`src/hw/prs_pkg.sv`:
```
// Constants, types and state codes for the reference switchover block.
// Assumes one 100 MHz system clock that oversamples both reference pins.
package prs_pkg;

    //--------------------------------------------------------------------
    // Edge supervision
    //--------------------------------------------------------------------
    localparam int       CNT_W      = 2;       // Edge counter width
    localparam logic [1:0] EDGE_NONE = 2'h0;   // No edge seen
    localparam logic [1:0] EDGE_ONE  = 2'h1;   // One edge seen
    localparam logic [1:0] EDGE_TWO  = 2'h2;   // Two edges seen
    localparam logic [1:0] EDGE_MISS = 2'h3;   // Other input missed one

    //--------------------------------------------------------------------
    // Post-scale dividers
    //--------------------------------------------------------------------
    localparam int          DIV_W   = 10;      // Holds settings 1..512
    localparam logic [9:0]  DIV_MAX = 10'h200; // Largest single setting
    localparam logic [9:0]  DIV_ONE = 10'h001; // Smallest setting
    localparam logic [9:0]  DIV_NIL = 10'h000; // Counter start

    // Switch sequence state of the reference selection
    typedef enum logic [1:0] {
        PRS_RUN  = 2'b00,   // Supervising, path enabled
        PRS_GATE = 2'b01,   // Waiting for falling edge of current input
        PRS_WAIT = 2'b11    // Path gated, waiting for target falling edge
    } prs_state_t;

    // Runtime divider settings
    typedef struct packed {
        logic [DIV_W-1:0] post_divider_first;   // First counter setting
        logic [DIV_W-1:0] post_divider_second;  // Second counter setting
    } prs_div_cfg_t;

    // Status seen by user logic
    typedef struct packed {
        logic ref_a_fault;    // Input A missed edges
        logic ref_b_fault;    // Input B missed edges
        logic loss_n;         // Low marks a switch condition
        logic active_clock;   // 0 input A, 1 input B
        logic ref_gate_on;    // Reference path to loop enabled
    } prs_status_t;

endpackage

```
`src/hw/prs_pll_ref_switch.sv`:
```
// Reference clock selection, supervision and post-scale dividers.
// Assumes both reference pins run below a quarter of clock_i, and that
// the strap inputs are steady across the release of rst_n_i.
`timescale 1ns/100ps

module prs_pll_ref_switch
    import prs_pkg::*;
(
    input  wire logic         clock_i,          // 100 MHz system clock
    input  wire logic         rst_n_i,          // Async reset, active low
    input  wire logic         ref_input_a_i,    // Reference pin A
    input  wire logic         ref_input_b_i,    // Reference pin B
    input  wire logic         switch_req_i,     // Switch request pin
    input  wire logic         full_variant_i,   // Strap: full-featured
    input  wire logic         auto_enable_i,    // Strap: automatic mode
    input  wire logic         cascade_strap_i,  // Strap: chain dividers
    input  wire prs_div_cfg_t div_cfg_i,        // Runtime divider settings
    output prs_status_t       status_o,         // Fault, loss, active
    output logic              ref_select_o,     // Internal mux select
    output logic              div_first_tick_o, // First divider output
    output logic              div_second_tick_o // Second divider output
);

    //--------------------------------------------------------------------
    // Pin synchronisers
    //--------------------------------------------------------------------
    logic [2:0] sync_a;     // Stage 0,1 sync, stage 2 edge history
    logic [2:0] sync_b;     // Same for input B
    logic [1:0] sync_req;   // Request synchroniser
    logic       req_d;      // Request history for edge detect

    // Two stages before any logic, then one history stage
    always_ff @(posedge clock_i or negedge rst_n_i) begin
        if (!rst_n_i) begin
            sync_a   <= 3'h0;
            sync_b   <= 3'h0;
            sync_req <= 2'h0;
            req_d    <= 1'b0;
        end else begin
            sync_a   <= {sync_a[1:0], ref_input_a_i};
            sync_b   <= {sync_b[1:0], ref_input_b_i};
            sync_req <= {sync_req[0], switch_req_i};
            req_d    <= sync_req[1];
        end
    end

    logic rise_a;   // Rising edge of input A
    logic rise_b;   // Rising edge of input B
    logic fall_a;   // Falling edge of input A
    logic fall_b;   // Falling edge of input B
    logic req_s;    // Synchronised request level
    logic req_rise; // Request rising edge

    assign rise_a   = sync_a[1] & ~sync_a[2];
    assign rise_b   = sync_b[1] & ~sync_b[2];
    assign fall_a   = ~sync_a[1] & sync_a[2];
    assign fall_b   = ~sync_b[1] & sync_b[2];
    assign req_s    = sync_req[1];
    assign req_rise = req_s & ~req_d;

    //--------------------------------------------------------------------
    // Configuration capture
    //--------------------------------------------------------------------
    logic cfg_done;     // Straps captured
    logic mode_auto;    // Automatic switching with override
    logic cascade_on;   // Dividers chained
    logic next_cfg_done;
    logic next_mode_auto;
    logic next_cascade_on;

    // Straps are taken once after reset; later changes have no effect
    always_comb begin
        next_cfg_done   = 1'b1;
        next_mode_auto  = mode_auto;
        next_cascade_on = cascade_on;
        if (!cfg_done) begin
            next_mode_auto  = full_variant_i & auto_enable_i;
            next_cascade_on = full_variant_i & cascade_strap_i;
        end
    end

    // Configuration registers
    always_ff @(posedge clock_i or negedge rst_n_i) begin
        if (!rst_n_i) begin
            cfg_done   <= 1'b0;
            mode_auto  <= 1'b0;
            cascade_on <= 1'b0;
        end else begin
            cfg_done   <= next_cfg_done;
            mode_auto  <= next_mode_auto;
            cascade_on <= next_cascade_on;
        end
    end

    //--------------------------------------------------------------------
    // Switchover state machine and edge supervision
    //--------------------------------------------------------------------
    prs_state_t       state;        // Switch sequence state
    logic             sel;          // Mux select, 1 means input B
    logic             gate_on;      // Reference path enabled
    logic             ovr_active;   // Last switch was an override
    logic [CNT_W-1:0] edge_count_a; // Edges seen on input A
    logic [CNT_W-1:0] edge_count_b; // Edges seen on input B
    logic             fault_a;      // Input A missed an edge
    logic             fault_b;      // Input B missed an edge

    prs_state_t       next_state;
    logic             next_sel;
    logic             next_gate_on;
    logic             next_ovr_active;
    logic [CNT_W-1:0] next_count_a;
    logic [CNT_W-1:0] next_count_b;
    logic             next_fault_a;
    logic             next_fault_b;
    logic             cur_fault;    // Selected input faulty
    logic             fall_cur;     // Falling edge of selected input
    logic             fall_tgt;     // Falling edge of target input

    assign cur_fault = sel ? fault_b : fault_a;
    assign fall_cur  = sel ? fall_b : fall_a;
    assign fall_tgt  = sel ? fall_a : fall_b;

    // Counts edges, flags misses, sequences glitch-free swaps
    always_comb begin
        next_state      = state;
        next_sel        = sel;
        next_gate_on    = gate_on;
        next_ovr_active = ovr_active;
        next_fault_a    = fault_a;
        next_fault_b    = fault_b;
        next_count_a    = edge_count_a;
        next_count_b    = edge_count_b;
        unique case (state)
            PRS_RUN: begin
                // Saturating per-input edge counts
                if (rise_a && edge_count_a != EDGE_MISS) begin
                    next_count_a = edge_count_a + EDGE_ONE;
                end
                if (rise_b && edge_count_b != EDGE_MISS) begin
                    next_count_b = edge_count_b + EDGE_ONE;
                end
                if (next_count_a != EDGE_NONE && next_count_a != EDGE_MISS
                    && next_count_b != EDGE_NONE
                    && next_count_b != EDGE_MISS) begin
                    // Both inputs alive: clear together
                    next_count_a = EDGE_NONE;
                    next_count_b = EDGE_NONE;
                    next_fault_a = 1'b0;
                    next_fault_b = 1'b0;
                end else if (next_count_a == EDGE_MISS) begin
                    next_fault_b = 1'b1;
                    next_count_a = EDGE_NONE;
                    next_count_b = EDGE_NONE;
                end else if (next_count_b == EDGE_MISS) begin
                    next_fault_a = 1'b1;
                    next_count_a = EDGE_NONE;
                    next_count_b = EDGE_NONE;
                end
                // Start a swap: failover, override edge, or level select
                if (mode_auto && !sel && fault_a) begin
                    next_state      = PRS_GATE;
                    next_ovr_active = 1'b0;
                end else if (mode_auto && req_rise) begin
                    next_state      = PRS_GATE;
                    next_ovr_active = 1'b1;
                end else if (!mode_auto && (req_s != sel)) begin
                    next_state      = PRS_GATE;
                    next_ovr_active = 1'b0;
                end
            end
            PRS_GATE: begin
                // Gate on falling edge, or at once if input is dead
                if (fall_cur || cur_fault) begin
                    next_gate_on = 1'b0;
                    next_state   = PRS_WAIT;
                end
            end
            PRS_WAIT: begin
                // Hold until target toggles, then switch
                if (fall_tgt) begin
                    next_sel     = ~sel;
                    next_gate_on = 1'b1;
                    next_state   = PRS_RUN;
                    next_count_a = EDGE_NONE;
                    next_count_b = EDGE_NONE;
                end
            end
            default: begin
                next_state   = PRS_RUN;
                next_gate_on = 1'b1;
            end
        endcase
    end

    // Supervision and sequence registers
    always_ff @(posedge clock_i or negedge rst_n_i) begin
        if (!rst_n_i) begin
            state        <= PRS_RUN;
            sel          <= 1'b0;
            gate_on      <= 1'b1;
            ovr_active   <= 1'b0;
            edge_count_a <= EDGE_NONE;
            edge_count_b <= EDGE_NONE;
            fault_a      <= 1'b0;
            fault_b      <= 1'b0;
        end else begin
            state        <= next_state;
            sel          <= next_sel;
            gate_on      <= next_gate_on;
            ovr_active   <= next_ovr_active;
            edge_count_a <= next_count_a;
            edge_count_b <= next_count_b;
            fault_a      <= next_fault_a;
            fault_b      <= next_fault_b;
        end
    end

    // Status: loss mirrors request during override, else fault of selected input
    assign status_o.ref_a_fault  = fault_a;
    assign status_o.ref_b_fault  = fault_b;
    assign status_o.loss_n       = ovr_active ? req_s : ~cur_fault;
    assign status_o.active_clock = sel;
    assign status_o.ref_gate_on  = gate_on;
    assign ref_select_o          = sel;

    //--------------------------------------------------------------------
    // Post-scale dividers
    //--------------------------------------------------------------------
    logic [DIV_W-1:0] div_cnt_first;   // First counter position
    logic [DIV_W-1:0] div_cnt_second;  // Second counter position
    logic             tick_first;      // First counter terminal
    logic             tick_second;     // Second counter terminal
    logic             adv_second;      // Second counter advances
    logic [DIV_W-1:0] set_first;       // Clamped first setting
    logic [DIV_W-1:0] set_second;      // Clamped second setting
    logic [DIV_W-1:0] next_cnt_first;
    logic [DIV_W-1:0] next_cnt_second;

    // Settings outside 1..512 are clamped
    always_comb begin
        set_first  = div_cfg_i.post_divider_first;
        set_second = div_cfg_i.post_divider_second;
        if (set_first == DIV_NIL) set_first = DIV_ONE;
        if (set_first > DIV_MAX) set_first = DIV_MAX;
        if (set_second == DIV_NIL) set_second = DIV_ONE;
        if (set_second > DIV_MAX) set_second = DIV_MAX;
        tick_first  = (div_cnt_first >= set_first - DIV_ONE);
        adv_second  = cascade_on ? tick_first : 1'b1;
        tick_second = adv_second
                      && (div_cnt_second >= set_second - DIV_ONE);
        next_cnt_first  = tick_first ? DIV_NIL : div_cnt_first + DIV_ONE;
        next_cnt_second = div_cnt_second;
        if (adv_second) begin
            next_cnt_second = tick_second ? DIV_NIL
                                          : div_cnt_second + DIV_ONE;
        end
    end

    // Divider registers and registered outputs
    always_ff @(posedge clock_i or negedge rst_n_i) begin
        if (!rst_n_i) begin
            div_cnt_first     <= DIV_NIL;
            div_cnt_second    <= DIV_NIL;
            div_first_tick_o  <= 1'b0;
            div_second_tick_o <= 1'b0;
        end else begin
            div_cnt_first     <= next_cnt_first;
            div_cnt_second    <= next_cnt_second;
            div_first_tick_o  <= tick_first;
            div_second_tick_o <= tick_second;
        end
    end
endmodule
```
`config.mk`:
```
export PLATFORM = sky130hd
export DESIGN_NAME = prs_pll_ref_switch
export DESIGN_NICKNAME = d
export VERILOG_FILES = /design/src/hw/prs_pkg.sv /design/src/hw/prs_pll_ref_switch.sv
export SDC_FILE = /design/constraint.sdc
export NUM_CORES = 1
export LEC_CHECK = 0
export BUFFER_PORTS_ARGS = -buffer_cell sky130_fd_sc_hd__buf_4
export CAP_MARGIN = 10
export CORE_AREA = 5 5 108 59
export CTS_CLUSTER_SIZE = 14
export DETAILED_ROUTE_END_ITERATION = 8
export DIE_AREA = 0 0 113 64
export PLACE_DENSITY = 0.87
export SLEW_MARGIN = 20
export SYNTH_ARGS = -nofsm -noshare
export SYNTH_HDL_FRONTEND = slang
export SYNTH_SLANG_ARGS = --single-unit
```
`constraint.sdc`:
```
create_clock -name clock_i -period 3.2 [get_ports clock_i]
set_input_delay 0.16 -clock clock_i [delete_from_list [all_inputs] [get_ports clock_i]]
set_output_delay 0.16 -clock clock_i [all_outputs]
set_load 0.1 [all_outputs]
```
; Yosys cells after proc, flatten, opt, wreduce, memory -nomap -nowiden
; Index checks and enable logic that the tools add are counted.
[totals]
inputBits = 28
output_inout_bits = 8
reg_bits = 45
elab_cells = 126
[classes]
bitwise_logic = 15
n_lt_le_gt_ge = 4
n_mux = 40
eq_ne = 13
reduce_logical = 29
addsub = 6
[ops]
columns = op, count
row1 = two-way mux 10 bit, 6
row2 = two-way mux 2 bit, 15
row3 = adder 10 x 1 -> 10 bit (second input constant), 2
row4 = >= comparator 10 bit, 2
row5 = > comparator 10 bit (second input constant), 2
row6 = zero test 10 bit, 2
row7 = subtractor 10 x 1 -> 10 bit (second input constant), 2
row8 = two-way mux 1 bit, 15
row9 = != test 2 bit (second input constant), 7
row10 = logical AND 1 bit, 10
row11 = nonzero test 2 bit, 5
row12 = AND reduction 3 bit, 3
row13 = inverter 1 bit, 8
row14 = one-hot mux 2 bit (2 select lines), 2
row15 = AND reduction 2 bit, 4
row16 = AND 1 bit, 7
row17 = == test 2 bit (second input constant), 3
row18 = one-hot mux 2 bit (3 select lines), 1
row19 = adder 2 x 1 -> 2 bit (second input constant), 2
row20 = != test 4 bit (second input constant), 1
row21 = one-hot mux 1 bit (3 select lines), 1
row22 = nonzero test 3 bit, 1
row23 = == test 2 x 1 -> 1 bit (second input constant), 1
row24 = zero test 1 bit, 2
row25 = other kinds (3), 3

; Logic depth before layout (Yosys ltp)
; Gate-level depths: netlist of run 1.
[depth]
ltp_word = 11
mapped_depth = 14
ltp_nobuf = 14

; Least setup slack after synthesis of run 1
; Ideal clock, no wire load.
[synth_timing]
path_kind = reg2out
start = register sel, in the netlist ref_select_o
end = output status_o[2] in the netlist's numbering
path_slack_ns = -0.477
arrival_ns = 3.517
path_buffers = 1
path_stages_with_launch = 5
t_required_ns = 3.040
cell_sequence = dfrtp_1 > clkbuf_1 > nand2b_1 > nand2_1 > o21ai_0
[synth_rtl]
columns = element, line_no
row1 = "start, declared", prs_pll_ref_switch.sv:99  ; logic sel;
row2 = "start signal, assigned", prs_pll_ref_switch.sv:208  ; sel <= next_sel;
row3 = "end, declared", prs_pll_ref_switch.sv:18  ; output prs_status_t status_o,

; Worst setup path after layout of run 1
[layout_timing]
start = input div_cfg_i[11] in the netlist's numbering
end = register div_cnt_second[2]
[layout_between]
elab_chain_cells = 9
[layout_rtl]
columns = element, line_no
row1 = "start, declared", prs_pll_ref_switch.sv:17  ; input wire prs_div_cfg_t div_cfg_i,
row2 = zero test 10 bit, prs_pll_ref_switch.sv:243  ; if (set_first == DIV_NIL) set_first = DIV_ONE;
row3 = two-way mux 10 bit *, prs_pll_ref_switch.sv:243
row4 = > comparator 10 bit, prs_pll_ref_switch.sv:244  ; if (set_first > DIV_MAX) set_first = DIV_MAX;
row5 = two-way mux 10 bit *, prs_pll_ref_switch.sv:244
row6 = subtractor 10 x 1 -> 10 bit *, prs_pll_ref_switch.sv:247  ; tick_first = (div_cnt_first >= set_first - DIV_ONE);
row7 = >= comparator 10 bit *, prs_pll_ref_switch.sv:247
row8 = two-way mux 1 bit *, prs_pll_ref_switch.sv:248  ; adv_second = cascade_on ? tick_first : 1'b1;
row9 = logical AND 1 bit, prs_pll_ref_switch.sv:250  ; && (div_cnt_second >= set_second - DIV_ONE);
row10 = two-way mux 10 bit, prs_pll_ref_switch.sv:254  ; next_cnt_second = tick_second ? DIV_NIL
row11 = "end signal, assigned", prs_pll_ref_switch.sv:268  ; div_cnt_second <= next_cnt_second;
row12 = "end, declared", prs_pll_ref_switch.sv:230  ; logic [DIV_W-1:0] div_cnt_second;
; Mark *: on every way between the ends. The rest lies on a longest branch, timed or not.
; A chain may end at the register's enable or synchronous reset.

==> impl_metrics.yaml, run 1 <==
yosys:
  synth-main-ff-cell: "dfrtp_1"
  synth-seq-cells: 45
  synthXorXnorAreaFrac_pct: 5.47
  muxShareOfSynthArea_pct: 1.41
  synthAdderAreaFrac_pct: 11.2
  synth_edf_count: 0
  synth_area_mm2: 0.00302
  syn_area_per_cell_um2: 9.44
  async_flop_share_pct: 100
  ys_warn_count: 0
  synth_top_family_by_area: "simple AND/OR/NAND/NOR gates"
  synth_cells: 320
  yosys.area_share.simple_pct: 21.7
  yosysSeqAreaShare_pct: 37.3
  yosysUniqueCellTypes: 64
  synth_compound_area_share_pct: 19.9
power:
  vdd_drop_max_mv: 0.526
  p_leak_nw: 1.63
  p_per_area_mw_per_mm2: 814
  p_total_mw: 2.87
detailed_routing:
  vias: 2552
  drtAntennaViolNets: 0
  first_iter_violations: 233
  wl_per_cell_um: 14.9
  dr.pass1.iters: 6
  routed_wl_um: 6540
  drc: 0
  post_drt_via_cell_ratio: 5.80
clocking:
  cts.clk_slew.worst_paths_ps: 90
  root_buffer: "clkbuf_8"
  post-cts-setup-buffers: 0
  cts_tree: "built"
  ctsLongestPathBuffers: 2
  htreeDepth: 2
  clock_latency_ps: 300
  cts_made_buffers: 5
  numClockSinks: 45
global_routing:
  overflow: 0
  grt_pass1_vias: 2342
  grt_max_degree: 46
  grt_first_pass_wirelength_um: 11000
  antenna_found_initial: 0
  track_usage_pct: 18.8
layout:
  final_util_pct: 66.6
  design_area_mm2: 0.00353
  regArea_mm2: 0.00113
  area_delta_synth_final_pct: 16.8
  drive_gt1_share_pct: 19.9
  nFillCells: 409
  multi_input_area_mm2: 0.00182
  antenna_cells: 0
  final_cell_mix: "dfrtp_1 (44), buf_4 (41), nor2_1 (35)"
  final_common_cell: "dfrtp_1"
  nets: 421
critical_path:
  cp-start-kind: "input pin"
  end_kind: "flop"
  slowest_stage: "nor4_2"
  crit_chain: "buf_4, nor4_2, a31oi_1, or2_2, ha_1, o21ai_1, nor3_1, o32a_1, ha_1, o21ai_1, nor2b_4, o21ai_1, buf_4, o22ai_1, a22o_1"
  critPathMaxStageDelay_ps: 330
  rrSetupSlack_ps: 500
  crit_type: "input pin to flop"
  cp.arrival_ps: 3170
  required_ps: 3400
  cp_max_fo: 5
  cp_common_cell: "o21ai_1"
placement:
  globalplace.congestion: 0.905
  port_buffers: 35
  post-place-ws_ps: -77.1
  place_area_mm2: 0.00338
  dp_hpwl_um: 5120
sta:
  max_slew_margin_pct: 61.5
  setup_ws_ps: 233
  hold_slack_ps: 112
  finalCriticalPeriod_ps: 2970
  finClkSkew_ps: 10.7
  rsz0062_at_grt: "no"
  final_hold_viol_count: 0
  tightest_slew_ps: 572
  fmax_mhz: 337
  fin_crit_sh_pct: 92.7
  drv_slew: 0
  finalSetupViolCount: 0
status:
  outcome: "completed"
floorplan:
  rows: 19
  die_h_um: 64
  chipWidth_um: 113
  die_area_mm2: 0.00723
  fp.coreArea_mm2: 0.00530
  pin_count: 36
  initial_core_util_pct: 57.0
flow_run:
  drv_cap: 0
min_path:
  hp-class: "input pin to flop"
==> worst paths after layout <==
path                       cells after the start                         from                            end
max                                           15                div_cfg_i[11]  div_cnt_second[2]$_DFFE_PN0P_
min                                            3                auto_enable_i          mode_auto$_DFFE_PN0N_
max reg2reg                                    8  edge_count_a[0]$_DFFE_PN0P_    edge_count_a[0]$_DFFE_PN0P_
min reg2reg                                    0        sync_req[0]$_DFF_PN0_          sync_req[1]$_DFF_PN0_
max in group asynchronous                      2                      rst_n_i            gate_on$_DFFE_PN1P_
min in group asynchronous                      2                      rst_n_i    div_second_tick_o$_DFF_PN0_
==> cell usage after synthesis, drive strengths merged, types with 2 or more instances <==
library cell / number / share of area [%]
and2: 3 / 0.62
ha: 27 / 11
o211ai: 3 / 0.91
o2bb2ai: 4 / 1.2
a221o: 4 / 1.3
xnor2: 10 / 2.9
dfrtp: 44 / 36
nand4: 2 / 0.41
inv: 11 / 1.4
nor3b: 3 / 1.1
nor3: 13 / 3.0
clkbuf: 3 / 0.37
a22oi: 2 / 0.50
nand2: 32 / 4.0
nand2b: 4 / 0.83
a31oi: 4 / 0.83
a21oi: 13 / 2.5
a32o: 2 / 0.66
mux2: 2 / 0.75
o21ai: 18 / 3.1
o31ai: 2 / 0.50
a211o: 2 / 0.58
o22ai: 2 / 0.41
nor4: 5 / 1.0
xor2: 8 / 2.6
and3: 4 / 0.83
buf: 5 / 1.2
a211oi: 6 / 1.8
nor2b: 7 / 1.7
nor2: 36 / 4.6
nand3: 13 / 2.3
mux2i: 2 / 0.66
a22o: 5 / 1.4
==> final cells by class <==
type                    count  share of cell area (%)
well taps                  73                    2.59
repair buffers             45                    9.86
clock inverters             2                   0.390
clock buffers               6                    2.34
flip-flops and latches     45                    32.0
inverters                  11                    1.17
multi-input cells         258                    51.7
==> critical path: cells and delay by family <==
| family | cells | cell delay [ps] |
|---|---|---|
| buffers and inverters | 2 | 310 |
| AOI/OAI and AO/OA | 7 | 1320 |
| and+or+nand+nor | 4 | 870 |
| adders and majority gates | 2 | 510 |
==> where the power goes <==
group	total [mW]	switching, mW	internal (mW)
Sequential	1.02	0.256	0.761
Clock	0.368	0.193	0.175
Combinational	1.49	0.931	0.557
Total	2.87	1.38	1.49
==> cells by family after synthesis <==
family	Yosys count
and+or+nand+nor	127
adders and majority gates	27
buffers and inverters	19
DFF	45
muxes	4
other	1
AOI/OAI and AO/OA	79
xor gates and xnor gates	18
==> per-stage QoR <==
step / instances / TNS [ps]
2_1_floorplan: 322 / 0
3_3_place_gp: 428 / 0
3_5_place_dp: 428 / -439
4_1_cts: 440 / 0
5_1_grt: 440 / 0
6_report: 440 / 0
==> timing repair <==
item	CTS	global route
endpoints found under the hold margin	47	0
endpoints found under the setup margin	0	1
hold buffers	4	0
resized for setup	0	2
==> registers in the layout, summed over array words and instances, names as in the netlist <==
name and cells:
fault_a 1, edge_count_a 2, div_cnt_second 10, edge_count_b 2, ref_select_o 1, gate_on 1, sync_a 3, sync_req 2
state 2, ovr_active 1, div_first_tick_o 1, cfg_done 1, cascade_on 1, req_d 1, fault_b 1, sync_b 3
div_cnt_first 10, mode_auto 1, div_second_tick_o 1
==> routing by layer <==
layer | GRT usage [%] | vias up | part of all wire (%)
li1 | - | 1257 | -
met1 | 28.4 | 1198 | 49
met2 | 27.5 | 86 | 43
met3 | 4.52 | 11 | 7.6
met4 | 3.90 | 0 | 0.70
met5 | 0 | - | 0
Note: power is estimated with default switching activity, not from simulation.
==> run 2, diff against run 1 <==
--- a/config.mk
+++ b/config.mk
@@ -7,10 +7,12 @@
 export LEC_CHECK = 0
 export BUFFER_PORTS_ARGS = -buffer_cell sky130_fd_sc_hd__buf_4
 export CAP_MARGIN = 10
-export CORE_AREA = 5 5 108 59
+export CELL_PAD_IN_SITES_DETAIL_PLACEMENT = 1
+export CELL_PAD_IN_SITES_GLOBAL_PLACEMENT = 1
+export CORE_AREA = 5 5 122 66
 export CTS_CLUSTER_SIZE = 14
 export DETAILED_ROUTE_END_ITERATION = 8
-export DIE_AREA = 0 0 113 64
+export DIE_AREA = 0 0 127 71
 export PLACE_DENSITY = 0.87
 export SLEW_MARGIN = 20
 export SYNTH_ARGS = -nofsm -noshare
==> run 2 against run 1 <==
Clock power up 63%. Sequential cell count is the same. Register-to-register slack lost 60 ps. Largest power group unchanged. Critical path type unchanged.
==> impl_metrics.yaml, run 2 (synthesized netlist as in run 1, its figures left out) <==
clocking:
  htreeDepth: 2
  post-cts-setup-buffers: 0
  cts_made_buffers: 5
  root_buffer: "clkbuf_16"
  clock_latency_ps: 300
  ctsLongestPathBuffers: 2
  cts_tree: "built"
  numClockSinks: 45
  cts.clk_slew.worst_paths_ps: 70
placement:
  post-place-ws_ps: -170
  port_buffers: 35
  dp_hpwl_um: 6230
  globalplace.congestion: 0.884
detailed_routing:
  drtAntennaViolNets: 0
  dr.pass1.iters: 4
  routed_wl_um: 7760
  wl_per_cell_um: 16.7
  post_drt_via_cell_ratio: 5.59
  drc: 0
  first_iter_violations: 149
  vias: 2594
global_routing:
  track_usage_pct: 18.2
  grt_max_degree: 46
  antenna_found_initial: 0
  grt_pass1_vias: 2749
  grt_first_pass_wirelength_um: 13200
  overflow: 0
sta:
  drv_slew: 0
  setup_ws_ps: 220
  setup_tns_ps: 0
  fin_crit_sh_pct: 93.1
  finClkSkew_ps: 11.2
  hold_slack_ps: 129
  tightest_slew_ps: 611
  finalCriticalPeriod_ps: 2980
  final_hold_viol_count: 0
  fmax_mhz: 336
  finalSetupViolCount: 0
  rsz0062_at_grt: "no"
  max_slew_margin_pct: 58.9
flow_run:
  drv_cap: 0
floorplan:
  chipWidth_um: 127
  initial_core_util_pct: 43.2
  rows: 22
  die_area_mm2: 0.00902
  die_h_um: 71
  pin_count: 36
  fp.coreArea_mm2: 0.00699
power:
  p_leak_nw: 1.67
  p_total_mw: 3.15
  vdd_drop_max_mv: 0.464
  p_per_area_mw_per_mm2: 864
layout:
  nFillCells: 783
  nets: 423
  final_common_cell: "dfrtp_1"
  drive_gt1_share_pct: 20.1
  top_regs: "div_cnt_first (10), div_cnt_second (10)"
  final_cell_mix: "dfrtp_1 (44), buf_4 (43), nor2_1 (35)"
  final_util_pct: 52.1
  antenna_cells: 0
  area_delta_synth_final_pct: 20.5
critical_path:
  required_ps: 3390
  cp_max_fo: 8
  crit_type: "input pin to flop"
  cp-start-kind: "input pin"
  cp_common_cell: "o21ai_1"
  slowest_stage: "a221o_1"
  critPathMaxStageDelay_ps: 360
  end_kind: "flop"
  cp.arrival_ps: 3170
  r2r_cells: 8
  crit_chain: "buf_4, nor4_2, a31oi_1, or2_2, ha_1, o21ai_1, nor3_1, o32a_1, ha_1, o21ai_1, nor2b_4, o21ai_1, nor2_4, a221o_1"
status:
  outcome: "completed"
min_path:
  min_delay_path_depth: 3
  hp-class: "input pin to flop"
## run 2: final cells by class
cell class	instances	area, µm²	area share [%]
tap	96	120	3.30
clock buffer	5	125	3.44
timing repair buffer	47	363	9.97
multi-input combinational	258	1820	50.1
inverter	11	41.3	1.13
sequential	45	1130	31.0
clock inverter	2	38.8	1.07
## run 2: per-layer routing
layer	up-vias	routed length (µm)	track usage, %
met2	43	3350	26.7
li1	1259	-	-
met3	12	364	5.13
met5	-	0	0
met4	0	97	4.88
met1	1280	3950	26.1
## run 2: stage by stage
step | std cells | instance area (µm²)
2_1_floorplan | 322 | 3030
5_1_grt | 464 | 3640
4_1_cts | 464 | 3630
3_5_place_dp | 453 | 3420
3_3_place_gp | 453 | 3420
6_report | 464 | 3640
## run 2: power by group
part | switching, mW | internal (mW)
registers | 0.266 | 0.762
logic | 0.960 | 0.560
clock network | 0.231 | 0.367
total | 1.46 | 1.69
## run 2: worst paths after layout
kind | startpoint | to | slack [ps]
setup / recovery | div_cfg_i[11] | div_cnt_second[4]$_DFFE_PN0P_ | 220
hold / removal | auto_enable_i | mode_auto$_DFFE_PN0N_ | 130
setup reg to reg | edge_count_a[0]$_DFFE_PN0P_ | edge_count_a[1]$_DFFE_PN0P_ | 440
hold reg to reg | sync_b[0]$_DFF_PN0_ | sync_b[1]$_DFF_PN0_ | 350
max in group asynchronous | rst_n_i | gate_on$_DFFE_PN1P_ | 2400
min in group asynchronous | rst_n_i | div_cnt_second[5]$_DFFE_PN0P_ | 400
## run 2: what timing repair did
action / CTS / global route
hold buffers: 4 / 0
endpoints found under the setup margin: 0 / 8
hold endpoints to repair: 47 / 0
resized for setup: 0 / 2
## run 2: worst max-delay path, delay by kind of cell
family	cells	cell delay, ps
AOI/OAI and AO/OA	6	1350
and+or+nand+nor	5	980
adders and majority gates	2	530
buffers and inverters	1	130
